$ cat src/erp_defs.vh
// constants for the error recovery policy controller
// assumes a 250 MHz mclk; times are held in picoseconds
`ifndef ERP_DEFS_VH
`define ERP_DEFS_VH
`define ERP_CLK_PS 4000
`define ERP_MS_PS 1000000000
`define ERP_TENTH_PS 100000000
`define ERP_READ_LEVELS 4'hc
`define ERP_WRITE_LEVELS 4'h5
`define ERP_RD_RETRY_MAX 8'h0c
`define ERP_WR_RETRY_MAX 8'h05
`define ERP_LIMIT_DFLT 16'hffff
`define ERP_LIMIT_ZERO 16'h0000
// per-block budgets in tenths of a millisecond
`define ERP_RD_T0 16'h0397
`define ERP_RD_T1 16'h043f
`define ERP_RD_T2 16'h04e6
`define ERP_RD_T3 16'h0634
`define ERP_RD_T4 16'h082a
`define ERP_RD_T5 16'h0ac7
`define ERP_RD_T6 16'h0d64
`define ERP_RD_T7 16'h124a
`define ERP_RD_T8 16'h158e
`define ERP_RD_T9 16'h182a
`define ERP_RD_T10 16'h1e0b
`define ERP_RD_T11 16'h5713
`define ERP_RD_T12 16'hc0bb
`define ERP_WR_T0 16'h01f5
`define ERP_WR_T1 16'h02f0
`define ERP_WR_T2 16'h0344
`define ERP_WR_T3 16'h043f
`define ERP_WR_T4 16'h0a1f
`define ERP_WR_T5 16'h0c69
`endif

$ cat src/erp_rtimer.v
// saturating recovery timer with its own prescaler
// assumes clr and run come from the same mclk domain
`timescale 1ns/1ps
module erp_rtimer #(
    parameter TICK_CYC = 250000,
    parameter W = 16
) (
    // clock and reset
    input wire mclk,
    input wire rst_b,
    // control
    input wire clr,
    input wire run,
    // elapsed units
    output reg [W-1:0] count
);
    localparam [31:0] TOP = TICK_CYC - 1;
    reg [31:0] pre_reg;

    // prescaler only moves while running, so paused time is never counted
    always @(posedge mclk or negedge rst_b) begin
        if (!rst_b) begin
            pre_reg <= 32'h0;
            count <= {W{1'b0}};
        end else if (clr) begin
            pre_reg <= 32'h0;
            count <= {W{1'b0}};
        end else if (run) begin
            if (pre_reg == TOP) begin
                pre_reg <= 32'h0;
                if (count != {W{1'b1}}) begin
                    count <= count + 1'b1;
                end
            end else begin
                pre_reg <= pre_reg + 32'h1;
            end
        end
    end
endmodule

$ cat src/erp_ctrl.v
// error recovery policy controller: retries, time limits, reallocation,
// factory and grown defect lists with a readout stream
// assumes one mclk domain; media engine answers step and reallocate requests
`timescale 1ns/1ps
`include "erp_defs.vh"
module erp_ctrl #(
    parameter ADDR_W = 32,
    parameter PL_DEPTH = 16,
    parameter PL_AW = 4,
    parameter GL_DEPTH = 16,
    parameter GL_AW = 4,
    parameter MS_CYC = `ERP_MS_PS / `ERP_CLK_PS,
    parameter TENTH_CYC = `ERP_TENTH_PS / `ERP_CLK_PS
) (
    // clock and reset
    input wire mclk,
    input wire rst_b,
    // recovery page settings
    input wire auto_read_reallocate_en,
    input wire auto_write_reallocate_en,
    input wire read_continuous,
    input wire [7:0] read_retry_cnt,
    input wire [7:0] write_retry_cnt,
    input wire [15:0] recovery_time_limit,
    // command framing
    input wire cmd_start,
    input wire cmd_is_write,
    input wire cmd_end,
    // per-block media results
    input wire blk_valid,
    input wire [ADDR_W-1:0] blk_addr,
    input wire blk_error,
    output wire blk_ready,
    output reg blk_pass,
    output reg [ADDR_W-1:0] blk_pass_addr,
    // recovery step handshake with media engine
    output reg rcv_req,
    output reg [3:0] rcv_level,
    output reg rcv_abort,
    input wire rcv_done,
    input wire rcv_ok,
    // reallocation handshake
    output reg realloc_req,
    output reg [ADDR_W-1:0] realloc_addr,
    input wire realloc_done,
    // command status
    output reg xfer_halt,
    output reg chk_cond,
    output reg err_unrec_read,
    output reg err_unrec_write,
    output wire [15:0] cmd_rcv_ms,
    // factory defect table load
    input wire factory_defect_table_wr,
    input wire [ADDR_W-1:0] factory_defect_table_addr,
    input wire factory_fmt_done,
    output reg factory_locked,
    output reg [PL_AW:0] pl_count,
    output reg [GL_AW:0] gl_count,
    // defect data readout
    input wire dl_start,
    output reg dl_busy,
    output reg dl_valid,
    output reg [ADDR_W-1:0] dl_data,
    output reg dl_grown,
    output reg dl_done
);
    localparam [5:0] S_IDLE = 6'h01;
    localparam [5:0] S_READY = 6'h02;
    localparam [5:0] S_STEP = 6'h04;
    localparam [5:0] S_WAIT = 6'h08;
    localparam [5:0] S_REALLOC = 6'h10;
    localparam [5:0] S_HALT = 6'h20;

    reg [5:0] st_reg;
    reg wr_reg;
    reg rd_cont_reg;
    reg ar_reg;
    reg aw_reg;
    reg [7:0] retry_reg;
    reg [15:0] lim_reg;
    reg [15:0] budget_reg;
    reg [ADDR_W-1:0] cur_addr_reg;
    reg [ADDR_W-1:0] pl_mem [0:PL_DEPTH-1];
    reg [ADDR_W-1:0] gl_mem [0:GL_DEPTH-1];
    reg dl_grp_reg;
    reg [GL_AW:0] dl_idx_reg;
    wire [15:0] blk_tenths;
    wire rcv_run;
    wire cmd_out;
    wire blk_out;
    wire [3:0] max_level;
    wire realloc_ok;
    wire gl_full;
    wire [15:0] lim_eff;
    wire [7:0] retry_sel;

    // per-block budget in tenths of a millisecond, clamped at the top entry
    function [15:0] erp_budget;
        input wr;
        input [7:0] cnt;
        begin
            if (wr) begin
                case ((cnt > `ERP_WR_RETRY_MAX) ? `ERP_WR_RETRY_MAX : cnt)
                    8'h00: erp_budget = `ERP_WR_T0;
                    8'h01: erp_budget = `ERP_WR_T1;
                    8'h02: erp_budget = `ERP_WR_T2;
                    8'h03: erp_budget = `ERP_WR_T3;
                    8'h04: erp_budget = `ERP_WR_T4;
                    default: erp_budget = `ERP_WR_T5;
                endcase
            end else begin
                case ((cnt > `ERP_RD_RETRY_MAX) ? `ERP_RD_RETRY_MAX : cnt)
                    8'h00: erp_budget = `ERP_RD_T0;
                    8'h01: erp_budget = `ERP_RD_T1;
                    8'h02: erp_budget = `ERP_RD_T2;
                    8'h03: erp_budget = `ERP_RD_T3;
                    8'h04: erp_budget = `ERP_RD_T4;
                    8'h05: erp_budget = `ERP_RD_T5;
                    8'h06: erp_budget = `ERP_RD_T6;
                    8'h07: erp_budget = `ERP_RD_T7;
                    8'h08: erp_budget = `ERP_RD_T8;
                    8'h09: erp_budget = `ERP_RD_T9;
                    8'h0a: erp_budget = `ERP_RD_T10;
                    8'h0b: erp_budget = `ERP_RD_T11;
                    default: erp_budget = `ERP_RD_T12;
                endcase
            end
        end
    endfunction

    // timers only run while a recovery step is in flight
    assign rcv_run = st_reg[3];
    assign blk_ready = st_reg[1];
    assign lim_eff = (recovery_time_limit == `ERP_LIMIT_ZERO) ? `ERP_LIMIT_DFLT
                     : recovery_time_limit;
    assign retry_sel = cmd_is_write ? write_retry_cnt : read_retry_cnt;
    assign cmd_out = (cmd_rcv_ms >= lim_reg);
    assign blk_out = (blk_tenths >= budget_reg);
    assign max_level = wr_reg ? `ERP_WRITE_LEVELS : `ERP_READ_LEVELS;
    assign gl_full = (gl_count == GL_DEPTH[GL_AW:0]);
    // read-continuous alone blocks reallocation; writes ignore it
    assign realloc_ok = (wr_reg ? aw_reg : (ar_reg && !rd_cont_reg))
                        && !cmd_out && !gl_full;

    // command timer: cleared at each command start
    erp_rtimer #(.TICK_CYC(MS_CYC), .W(16)) u_cmd_tmr (
        .mclk(mclk),
        .rst_b(rst_b),
        .clr(cmd_start),
        .run(rcv_run),
        .count(cmd_rcv_ms)
    );

    // per-block timer: finer grain to honour the tenth-ms budgets
    erp_rtimer #(.TICK_CYC(TENTH_CYC), .W(16)) u_blk_tmr (
        .mclk(mclk),
        .rst_b(rst_b),
        .clr(st_reg[1]),
        .run(rcv_run),
        .count(blk_tenths)
    );

    always @(posedge mclk or negedge rst_b) begin
        if (!rst_b) begin
            st_reg <= S_IDLE;
            wr_reg <= 1'b0;
            rd_cont_reg <= 1'b0;
            ar_reg <= 1'b0;
            aw_reg <= 1'b0;
            retry_reg <= 8'h00;
            lim_reg <= `ERP_LIMIT_DFLT;
            budget_reg <= 16'h0000;
            cur_addr_reg <= {ADDR_W{1'b0}};
            blk_pass <= 1'b0;
            blk_pass_addr <= {ADDR_W{1'b0}};
            rcv_req <= 1'b0;
            rcv_level <= 4'h0;
            rcv_abort <= 1'b0;
            realloc_req <= 1'b0;
            realloc_addr <= {ADDR_W{1'b0}};
            xfer_halt <= 1'b0;
            chk_cond <= 1'b0;
            err_unrec_read <= 1'b0;
            err_unrec_write <= 1'b0;
            gl_count <= {(GL_AW+1){1'b0}};
        end else begin
            blk_pass <= 1'b0;
            rcv_req <= 1'b0;
            rcv_abort <= 1'b0;
            realloc_req <= 1'b0;
            if (cmd_start) begin
                // settings are frozen per command so a mid-command change is harmless
                st_reg <= S_READY;
                wr_reg <= cmd_is_write;
                rd_cont_reg <= read_continuous;
                ar_reg <= auto_read_reallocate_en;
                aw_reg <= auto_write_reallocate_en;
                retry_reg <= retry_sel;
                budget_reg <= erp_budget(cmd_is_write, retry_sel);
                lim_reg <= lim_eff;
                xfer_halt <= 1'b0;
                chk_cond <= 1'b0;
                err_unrec_read <= 1'b0;
                err_unrec_write <= 1'b0;
            end else begin
                case (st_reg)
                    S_IDLE: begin
                        st_reg <= S_IDLE;
                    end
                    S_READY: begin
                        if (cmd_end) begin
                            st_reg <= S_IDLE;
                        end else if (blk_valid) begin
                            cur_addr_reg <= blk_addr;
                            if (!blk_error || (!wr_reg && rd_cont_reg)) begin
                                // erroneous data flows on with no retry and no flag
                                blk_pass <= 1'b1;
                                blk_pass_addr <= blk_addr;
                            end else if (retry_reg == 8'h00 || cmd_out) begin
                                st_reg <= S_HALT;
                                xfer_halt <= 1'b1;
                                chk_cond <= 1'b1;
                                err_unrec_read <= !wr_reg;
                                err_unrec_write <= wr_reg;
                            end else begin
                                st_reg <= S_STEP;
                                rcv_level <= 4'h1;
                            end
                        end
                    end
                    S_STEP: begin
                        rcv_req <= 1'b1;
                        st_reg <= S_WAIT;
                    end
                    S_WAIT: begin
                        if (rcv_done && rcv_ok) begin
                            blk_pass <= 1'b1;
                            blk_pass_addr <= cur_addr_reg;
                            if (realloc_ok) begin
                                st_reg <= S_REALLOC;
                                realloc_req <= 1'b1;
                                realloc_addr <= cur_addr_reg;
                            end else begin
                                st_reg <= S_READY;
                            end
                        end else if (rcv_done && rcv_level != max_level && !cmd_out && !blk_out) begin
                            rcv_level <= rcv_level + 4'h1;
                            st_reg <= S_STEP;
                        end else if (rcv_done || cmd_out || blk_out) begin
                            // stop at the last good block; nothing of this one is passed
                            rcv_abort <= !rcv_done;
                            st_reg <= S_HALT;
                            xfer_halt <= 1'b1;
                            chk_cond <= 1'b1;
                            err_unrec_read <= !wr_reg;
                            err_unrec_write <= wr_reg;
                        end
                    end
                    S_REALLOC: begin
                        if (realloc_done) begin
                            if (!gl_full) begin
                                gl_count <= gl_count + 1'b1;
                            end
                            st_reg <= S_READY;
                        end
                    end
                    S_HALT: begin
                        if (cmd_end) begin
                            st_reg <= S_IDLE;
                        end
                    end
                    default: begin
                        st_reg <= S_IDLE;
                    end
                endcase
            end
        end
    end

    // grown list storage; written on the same edge that bumps the count
    always @(posedge mclk) begin
        if (st_reg[4] && realloc_done && !cmd_start && !gl_full) begin
            gl_mem[gl_count[GL_AW-1:0]] <= cur_addr_reg;
        end
    end

    // factory list: writable only until the format completes, then frozen
    always @(posedge mclk or negedge rst_b) begin
        if (!rst_b) begin
            factory_locked <= 1'b0;
            pl_count <= {(PL_AW+1){1'b0}};
        end else begin
            if (factory_fmt_done) begin
                factory_locked <= 1'b1;
            end
            if (factory_defect_table_wr && !factory_locked && !factory_fmt_done
                && pl_count != PL_DEPTH[PL_AW:0]) begin
                pl_count <= pl_count + 1'b1;
            end
        end
    end

    always @(posedge mclk) begin
        if (factory_defect_table_wr && !factory_locked && !factory_fmt_done
            && pl_count != PL_DEPTH[PL_AW:0]) begin
            pl_mem[pl_count[PL_AW-1:0]] <= factory_defect_table_addr;
        end
    end

    // defect readout: factory entries first, then grown, one per cycle;
    // one idle cycle sits between the two groups
    always @(posedge mclk or negedge rst_b) begin
        if (!rst_b) begin
            dl_busy <= 1'b0;
            dl_valid <= 1'b0;
            dl_data <= {ADDR_W{1'b0}};
            dl_grown <= 1'b0;
            dl_done <= 1'b0;
            dl_grp_reg <= 1'b0;
            dl_idx_reg <= {(GL_AW+1){1'b0}};
        end else begin
            dl_valid <= 1'b0;
            dl_done <= 1'b0;
            if (!dl_busy) begin
                if (dl_start) begin
                    dl_busy <= 1'b1;
                    dl_grp_reg <= 1'b0;
                    dl_idx_reg <= {(GL_AW+1){1'b0}};
                end
            end else if (!dl_grp_reg) begin
                if (dl_idx_reg < pl_count) begin
                    dl_valid <= 1'b1;
                    dl_grown <= 1'b0;
                    dl_data <= pl_mem[dl_idx_reg[PL_AW-1:0]];
                    dl_idx_reg <= dl_idx_reg + 1'b1;
                end else begin
                    dl_grp_reg <= 1'b1;
                    dl_idx_reg <= {(GL_AW+1){1'b0}};
                end
            end else begin
                if (dl_idx_reg < gl_count) begin
                    dl_valid <= 1'b1;
                    dl_grown <= 1'b1;
                    dl_data <= gl_mem[dl_idx_reg[GL_AW-1:0]];
                    dl_idx_reg <= dl_idx_reg + 1'b1;
                end else begin
                    dl_busy <= 1'b0;
                    dl_done <= 1'b1;
                end
            end
        end
    end
endmodule

$ cat config.mk
export PLATFORM = sky130hd
export DESIGN_NAME = erp_ctrl
export DESIGN_NICKNAME = d
export VERILOG_FILES = /design/src/erp_rtimer.v /design/src/erp_ctrl.v
export VERILOG_INCLUDE_DIRS = /design/src /design/src/src
export SDC_FILE = /design/constraint.sdc
export NUM_CORES = 1
export LEC_CHECK = 0
export BUFFER_PORTS_ARGS = -buffer_cell sky130_fd_sc_hd__buf_4
export CORE_UTILIZATION = 61
export CTS_CLUSTER_DIAMETER = 120
export DETAILED_ROUTE_END_ITERATION = 10
export PLACE_DENSITY = 0.82
export SYNTH_ARGS = -nofsm -noshare
export SYNTH_HDL_FRONTEND = slang
export SYNTH_SLANG_ARGS = --single-unit
$ cat constraint.sdc
create_clock -name mclk -period 5.4 [get_ports mclk]
set_clock_uncertainty 0.1 [all_clocks]
set_input_delay 0.27 -clock mclk [delete_from_list [all_inputs] [get_ports mclk]]
set_output_delay 0.27 -clock mclk [all_outputs]
set_load 0.005 [all_outputs]
**After elaboration in Yosys (flattened, before gate mapping)**

Memories as Yosys holds them, arrays and structs flattened.
Index checks and enable logic that the tools add are counted.

- Register bits after elaboration: 306
- Memories: 3
- Bits in latches: 0
- Output and inout port bits: 140
- Logic and storage cells: 264
- Bits in read-only memories: 240
- Memory bits (writable): 1,024

- Bitwise operators: 3
- Reductions and logical operators: 53
- Add/sub/neg operators: 8
- Order comparisons: 6
- Muxes and demuxes: 120
- Multiply operators: 0
- Shift operators: 0
- Divide/modulo/power cells: 0
- Eq/ne operators: 38

Memory list:

| name | words | width | read ports | clocked after memory_dff | wr ports | RTL line | source |
|---|---|---|---|---|---|---|---|
| gl_mem | 16 | 32 | 1 | 0 | 1 | erp_ctrl.v:84 | `reg [ADDR_W-1:0] gl_mem [0:GL_DEPTH-1];` |
| pl_mem | 16 | 32 | 1 | 0 | 1 | erp_ctrl.v:83 | `reg [ADDR_W-1:0] pl_mem [0:PL_DEPTH-1];` |
| (name not given) | 16 | 15 | 1 | 0 | 0 | erp_ctrl.v:112 | `` case ((cnt > `ERP_RD_RETRY_MAX) ? `ERP_RD_RETRY_MAX : cnt) `` |

Operators by type and width:

| kind | count |
|---|---|
| $mux 32 | 13 |
| $mux 16 | 11 |
| $add 32x1->32 const B | 2 |
| $pmux 32 s2 | 1 |
| $mux 1 | 62 |
| $mux 6 | 10 |
| $pmux 12 s5 | 1 |
| $add 16x1->16 const B | 2 |
| $eq 32x15->1 const B | 1 |
| $eq 32x18->1 const B | 1 |
| $ge 16x16->1 | 2 |
| $ne 16x16->1 const B | 2 |
| $mux 5 | 6 |
| $pmux 6 s5 | 1 |
| $mux 4 | 7 |
| $ne 3x3->1 const B | 9 |
| $mux 8 | 3 |
| $reduce_bool 2->1 | 9 |
| $eq 8x2->1 const B | 2 |
| $logic_not 16->1 | 1 |
| $logic_not 8->1 | 2 |
| $ne 2x2->1 const B | 8 |
| $reduce_and 8->1 | 2 |
| $add 5x1->5 const B | 3 |
| 30 further kinds | 67 |

**Longest topological paths before layout**

- Depth in word-level cells: 9
- Depth in mapped cells: 12
- Gate-level depth less buffers: 11

**Modules after synthesis**

Synthesis repeated with hierarchy kept, for this count alone.

- Cell total of the unflattened synthesis: 3,071
- Area total of the unflattened synthesis: 54,423.4 µm²

By module, submodules not included:

| module | cells an instance | area each (µm²) | times used |
|---|---|---|---|
| erp_ctrl | 2,491 | 49,018.3 | 1 |
| erp_rtimer (u_cmd_tmr) | 300 | 2,795.2 | 1 |
| erp_rtimer (u_blk_tmr) | 280 | 2,610.0 | 1 |

**Worst setup path before layout**

OpenSTA, ideal clock, no wires.

- Kind: register -> register
- From: reg pl_count[0]
- To: mem pl_mem[3][0] (enable)
- Data arrival time: 3,900 ps
- Path slack: 939 ps
- Buffers on the path: 0
- Stages on the path, launching flop included: 6
- Cell sequence: dfrtp_1 -> inv_1 -> ha_1 -> a311oi_1 -> nand2_1 -> nor3_1

- Word-level cells in the longest chain between the ends: 4

RTL lines:

| item | RTL line | source |
|---|---|---|
| start: declaration | erp_ctrl.v:57 | `output reg [PL_AW:0] pl_count,` |
| start signal: assignment | erp_ctrl.v:291 | `pl_count <= {(PL_AW+1){1'b0}};` |
| start signal: assignment | erp_ctrl.v:298 | `pl_count <= pl_count + 1'b1;` |
| $ne 5x5->1 | erp_ctrl.v:305 | `&& pl_count != PL_DEPTH[PL_AW:0]) begin` |
| $logic_and 1x1->1 | erp_ctrl.v:305 |  |
| $mux 1 | erp_ctrl.v:304 | `if (factory_defect_table_wr && !factory_locked && !factory_fmt_done` |
| $mux 1 (implied by the code) | erp_ctrl.v:306 | `pl_mem[pl_count[PL_AW-1:0]] <= factory_defect_table_addr;` |
| end: declaration | erp_ctrl.v:83 |  |

Parallel ways exist; a longest one is shown, timed or not.

**Final worst setup path**

- From: reg lim_reg[2]
- To: reg realloc_addr[11]

- Word-level cells in the longest chain between the ends: 5

RTL lines:

| item | RTL line | source |
|---|---|---|
| start: declaration | erp_ctrl.v:80 | `reg [15:0] lim_reg;` |
| start signal: assignment | erp_ctrl.v:171 | `` lim_reg <= `ERP_LIMIT_DFLT; `` |
| start signal: assignment | erp_ctrl.v:200 | `lim_reg <= lim_eff;` |
| $ge 16x16->1 | erp_ctrl.v:137 | `assign cmd_out = (cmd_rcv_ms >= lim_reg);` |
| $logic_not 1->1 | erp_ctrl.v:143 | `&& !cmd_out && !gl_full;` |
| $logic_and 1x1->1 (2 in a row) | erp_ctrl.v:143 |  |
| $reduce_and 4->1 (no source line) | - |  |
| end signal: assignment | erp_ctrl.v:180 | `realloc_addr <= {ADDR_W{1'b0}};` |
| end signal: assignment | erp_ctrl.v:242 | `realloc_addr <= cur_addr_reg;` |
| end: declaration | erp_ctrl.v:44 | `output reg [ADDR_W-1:0] realloc_addr,` |

Every way passes these cells.
A chain may end at the register's enable or synchronous reset.

==> flow_metrics.env <==
export IMPL_globalRoute_totalOverflow=0
export IMPL_via_per_inst=6.88
export IMPL_synth_area_top_cells="sky130_fd_sc_hd__edfxtp_1 57%, sky130_fd_sc_hd__dfrtp_1 13%, sky130_fd_sc_hd__mux4_2 13%, sky130_fd_sc_hd__mux2_2 1.4%, sky130_fd_sc_hd__nand2_1 1.4%"
export IMPL_result_of_the_run="complete, no violations"
export IMPL_cts_made_buffers=131
export IMPL_timing_critical_path_required_ns=5.91
export IMPL_net_switching_power_mw=8.21
export IMPL_ys_types=76
export IMPL_fin_crit_ns=4.26
export IMPL_final_nets=3598
export IMPL_fp_coreArea_um2=87000
export IMPL_initial_utilization=0.618
export IMPL_powerDensity_nw_per_um2=454
export IMPL_p_int_mw=20.4
export IMPL_layout_worst_path_cycle_share=0.788
export IMPL_hold_path_class="in -> async"
export IMPL_gpl_final_weighted_congestion=0.897
export IMPL_maxSlewViolCount=0
export IMPL_synth_nets=3189
export IMPL_synth_avg_cell_area_um2=17.8
export IMPL_clock_tree_from_tritoncts="done"
export IMPL_clk_pin_slew_ns=0.07
export IMPL_max_buffers_root_to_sink=3
export IMPL_drc=0
export IMPL_area_taken_by_multi_input_logic_gates_um2=14800
export IMPL_max_clock_freq_ghz=0.235
export IMPL_mappedNetlistArea_um2=53800
export IMPL_clock_sinks=1329
export IMPL_p_clk_frac=0.331
export IMPL_synth_seq_area_share=0.714
export IMPL_ir_drop_mv=0.368
export IMPL_layout_cells_most_common="sky130_fd_sc_hd__edfxtp_1"
export IMPL_number_of_enable_flip_flop_cells_after_synthesis=1024
export IMPL_comb_power_share=0.229
export IMPL_ys_warn_count=0
export IMPL_worstSetupEndpointType="flop"
export IMPL_timing_final_setup_violations=0
export IMPL_postCtsHoldBufs=120
export IMPL_design_die_area_um2=89300
export IMPL_drt_pre_antenna_iters=7
export IMPL_worst_hold_slack_ns=0.0685
export IMPL_synthCells=3018
export IMPL_tightestPinTransition_ns=1.45
export IMPL_netSwitchingFraction=0.287
export IMPL_track_usage=0.351
export IMPL_rsz0062_at_grt="no"
export IMPL_largest_net_degree_at_the_start_of_global_routing=107
export IMPL_critPathKind="reg -> reg"
export IMPL_share_of_async_settable_or_async_resettable_flops_after_synthesis=0.229
export IMPL_timing_critical_path_slowest_stage_cell="sky130_fd_sc_hd__and4_2"
export IMPL_seqPwrFrac=0.440
export IMPL_synth_area_leader_cell="sky130_fd_sc_hd__edfxtp_1"
export IMPL_routed_wire_length_per_instance_um=32.7
export IMPL_cp_start_kind="flop"
export IMPL_crit_fanout=32
export IMPL_postSynthRegisterBits=1329
export IMPL_cts_post_setup_buffers_inserted=0
export IMPL_route_antenna_remaining_nets=0
export IMPL_die_y_um=299
export IMPL_top_reg_cell_synth="sky130_fd_sc_hd__edfxtp_1"
export IMPL_routed_wirelength_um=154000
export IMPL_critical_path_cell_by_cell="inv_1 > ha_1 > a21o_1 > a31oi_1 > o21ai_0 > a2111oi_2 > and4_2 > mux2_2"
export IMPL_post_route_cells_drive_above_1_share=0.272
export IMPL_die_w_um=299
export IMPL_fill_cell_count=4861
export IMPL_detailedPlacementHpwl_um=83200
export IMPL_cts_root_buf="sky130_fd_sc_hd__clkbuf_16"
export IMPL_sequential_cell_area_um2=38400
export IMPL_area_growth_from_synthesis_to_final_layout_pct=17.1
export IMPL_worst_path_largest_cell_delay_ns=1.28
export IMPL_maxCapViolations=0
export IMPL_max_slew_margin=0.0302
export IMPL_finalHoldViolations=0
export IMPL_initial_antenna_violation_count=9
export IMPL_grt_pass1_vias=33300
export IMPL_cts_htree_levels=4
export IMPL_ctsResizeCount=0
export IMPL_floorplan_rows=108
export IMPL_fin_tns_setup_ns=0
export IMPL_mostFrequentLayoutCells="1,024 x sky130_fd_sc_hd__edfxtp_1, 320 x sky130_fd_sc_hd__mux4_2, 290 x sky130_fd_sc_hd__buf_4, 284 x sky130_fd_sc_hd__dfrtp_1, 200 x sky130_fd_sc_hd__nand2_1"
export IMPL_power_leakage_nw=22.3
export IMPL_io_buffers=251
export IMPL_cp_data_arrival_time_ns=4.76
export IMPL_floorplan_io_pins=252
export IMPL_initialDrtViolationCount=4138
export IMPL_grt_first_pass_wirelength_um=225000
export IMPL_insertion_delay_ns=0.75
export IMPL_via_count=32300
export IMPL_synth_top_area_share=0.572
-- routing by layer --
layer / track usage / vias up / wire length, µm
met2: 0.573 / 2524 / 76300
met5: 0 / - / 74
met3: 0.0825 / 494 / 16900
met4: 0.168 / 10 / 8100
met1: 0.447 / 16500 / 52300
li1: - / 12700 / -
-- critical path: cells and delay by family, from the launching register on --
family	cells	cell delay (ns)
flip-flops	1	0.53
adder cells (fa/ha/maj)	1	0.29
AO/OA/AOI/OAI	4	1.40
buffers and inverters	1	0.04
multiplexers	1	0.45
AND/OR/NAND/NOR	1	1.28
-- cell type report --
cell class / count / share of cell area
Multi-Input combinational cell: 1472 / 0.235
Tap cell: 1155 / 0.0230
Inverter: 72 / 0.00433
Clock buffer: 171 / 0.0569
Timing Repair Buffer: 421 / 0.0573
Antenna cell: 2 / 0.0000795
Clock inverter: 71 / 0.0135
Sequential cell: 1329 / 0.610
-- final timing paths --
kind                       slack [ns]  cells after the start                 end         from
setup / recovery                 1.14                      8    realloc_addr[11]   lim_reg[2]
min in group mclk                0.07                      6        rcv_level[3]    blk_error
setup reg to reg                 1.14                      8    realloc_addr[11]   lim_reg[2]
hold / removal                   0.07                      2    cur_addr_reg[12]        rst_b
hold reg to reg                  0.38                      2         dl_data[15]  dl_data[15]
max in group asynchronous        3.62                      3  u_cmd_tmr.count[1]        rst_b
-- power groups by stage --
stage / Combinational, mW / Sequential [mW] / Clock [mW]
2_1_floorplan: 4.42 / 12.3 / 0
3_3_place_gp: 6.03 / 12.7 / 0
3_5_place_dp: 6.21 / 12.7 / 0
4_1_cts: 6.51 / 12.6 / 9.49
5_1_grt: 6.86 / 12.6 / 9.85
6_report: 6.53 / 12.6 / 9.45
-- synthesized netlist by cell type (13+ instances only) --
cell type and count:
sky130_fd_sc_hd__clkbuf_1 101, sky130_fd_sc_hd__xnor2_1 40, sky130_fd_sc_hd__dfrtp_1 288, sky130_fd_sc_hd__ha_1 59
sky130_fd_sc_hd__mux2_2 68, sky130_fd_sc_hd__dfstp_2 17, sky130_fd_sc_hd__nor3_1 33, sky130_fd_sc_hd__nand3_1 41
sky130_fd_sc_hd__o21ai_0 94, sky130_fd_sc_hd__nand2b_1 13, sky130_fd_sc_hd__o22a_1 16, sky130_fd_sc_hd__edfxtp_1 1024
sky130_fd_sc_hd__nand2_1 200, sky130_fd_sc_hd__xor2_1 34, sky130_fd_sc_hd__buf_1 29, sky130_fd_sc_hd__and2_1 13
sky130_fd_sc_hd__nor2_1 187, sky130_fd_sc_hd__nand4_1 31, sky130_fd_sc_hd__mux4_2 320, sky130_fd_sc_hd__a31oi_1 41
sky130_fd_sc_hd__o31ai_1 13, sky130_fd_sc_hd__inv_1 71, sky130_fd_sc_hd__nor4_1 27, sky130_fd_sc_hd__mux2i_1 45
sky130_fd_sc_hd__a21oi_1 61
-- cell families (layout without fill, tap and decap cells) --
family,after synthesis,count (layout),share of synthesized area
AO/OA/AOI/OAI,295,295,0.0346
XOR/XNOR,74,74,0.0121
adder cells (fa/ha/maj),59,59,0.0137
buffers and inverters,217,735,0.0160
flip-flops,1329,1329,0.714
multiplexers,433,433,0.157
other,0,2,0
AND/OR/NAND/NOR,611,611,0.0529
-- metrics by stage --
step                area (µm²)  power (mW)  setup WS, ns   util  cells
floorplan                53800        16.7         0.939      -   3018
global placement         57200        18.7          1.33  0.658   4326
detailed placement       57200        18.9          1.31  0.658   4326
CTS                      62900        28.5          1.25  0.722   4688
global route             62900        29.3          1.05  0.723   4693
finish                   62900        28.6          1.14  0.723   4693
Note: power is estimated with default switching activity, not from simulation.
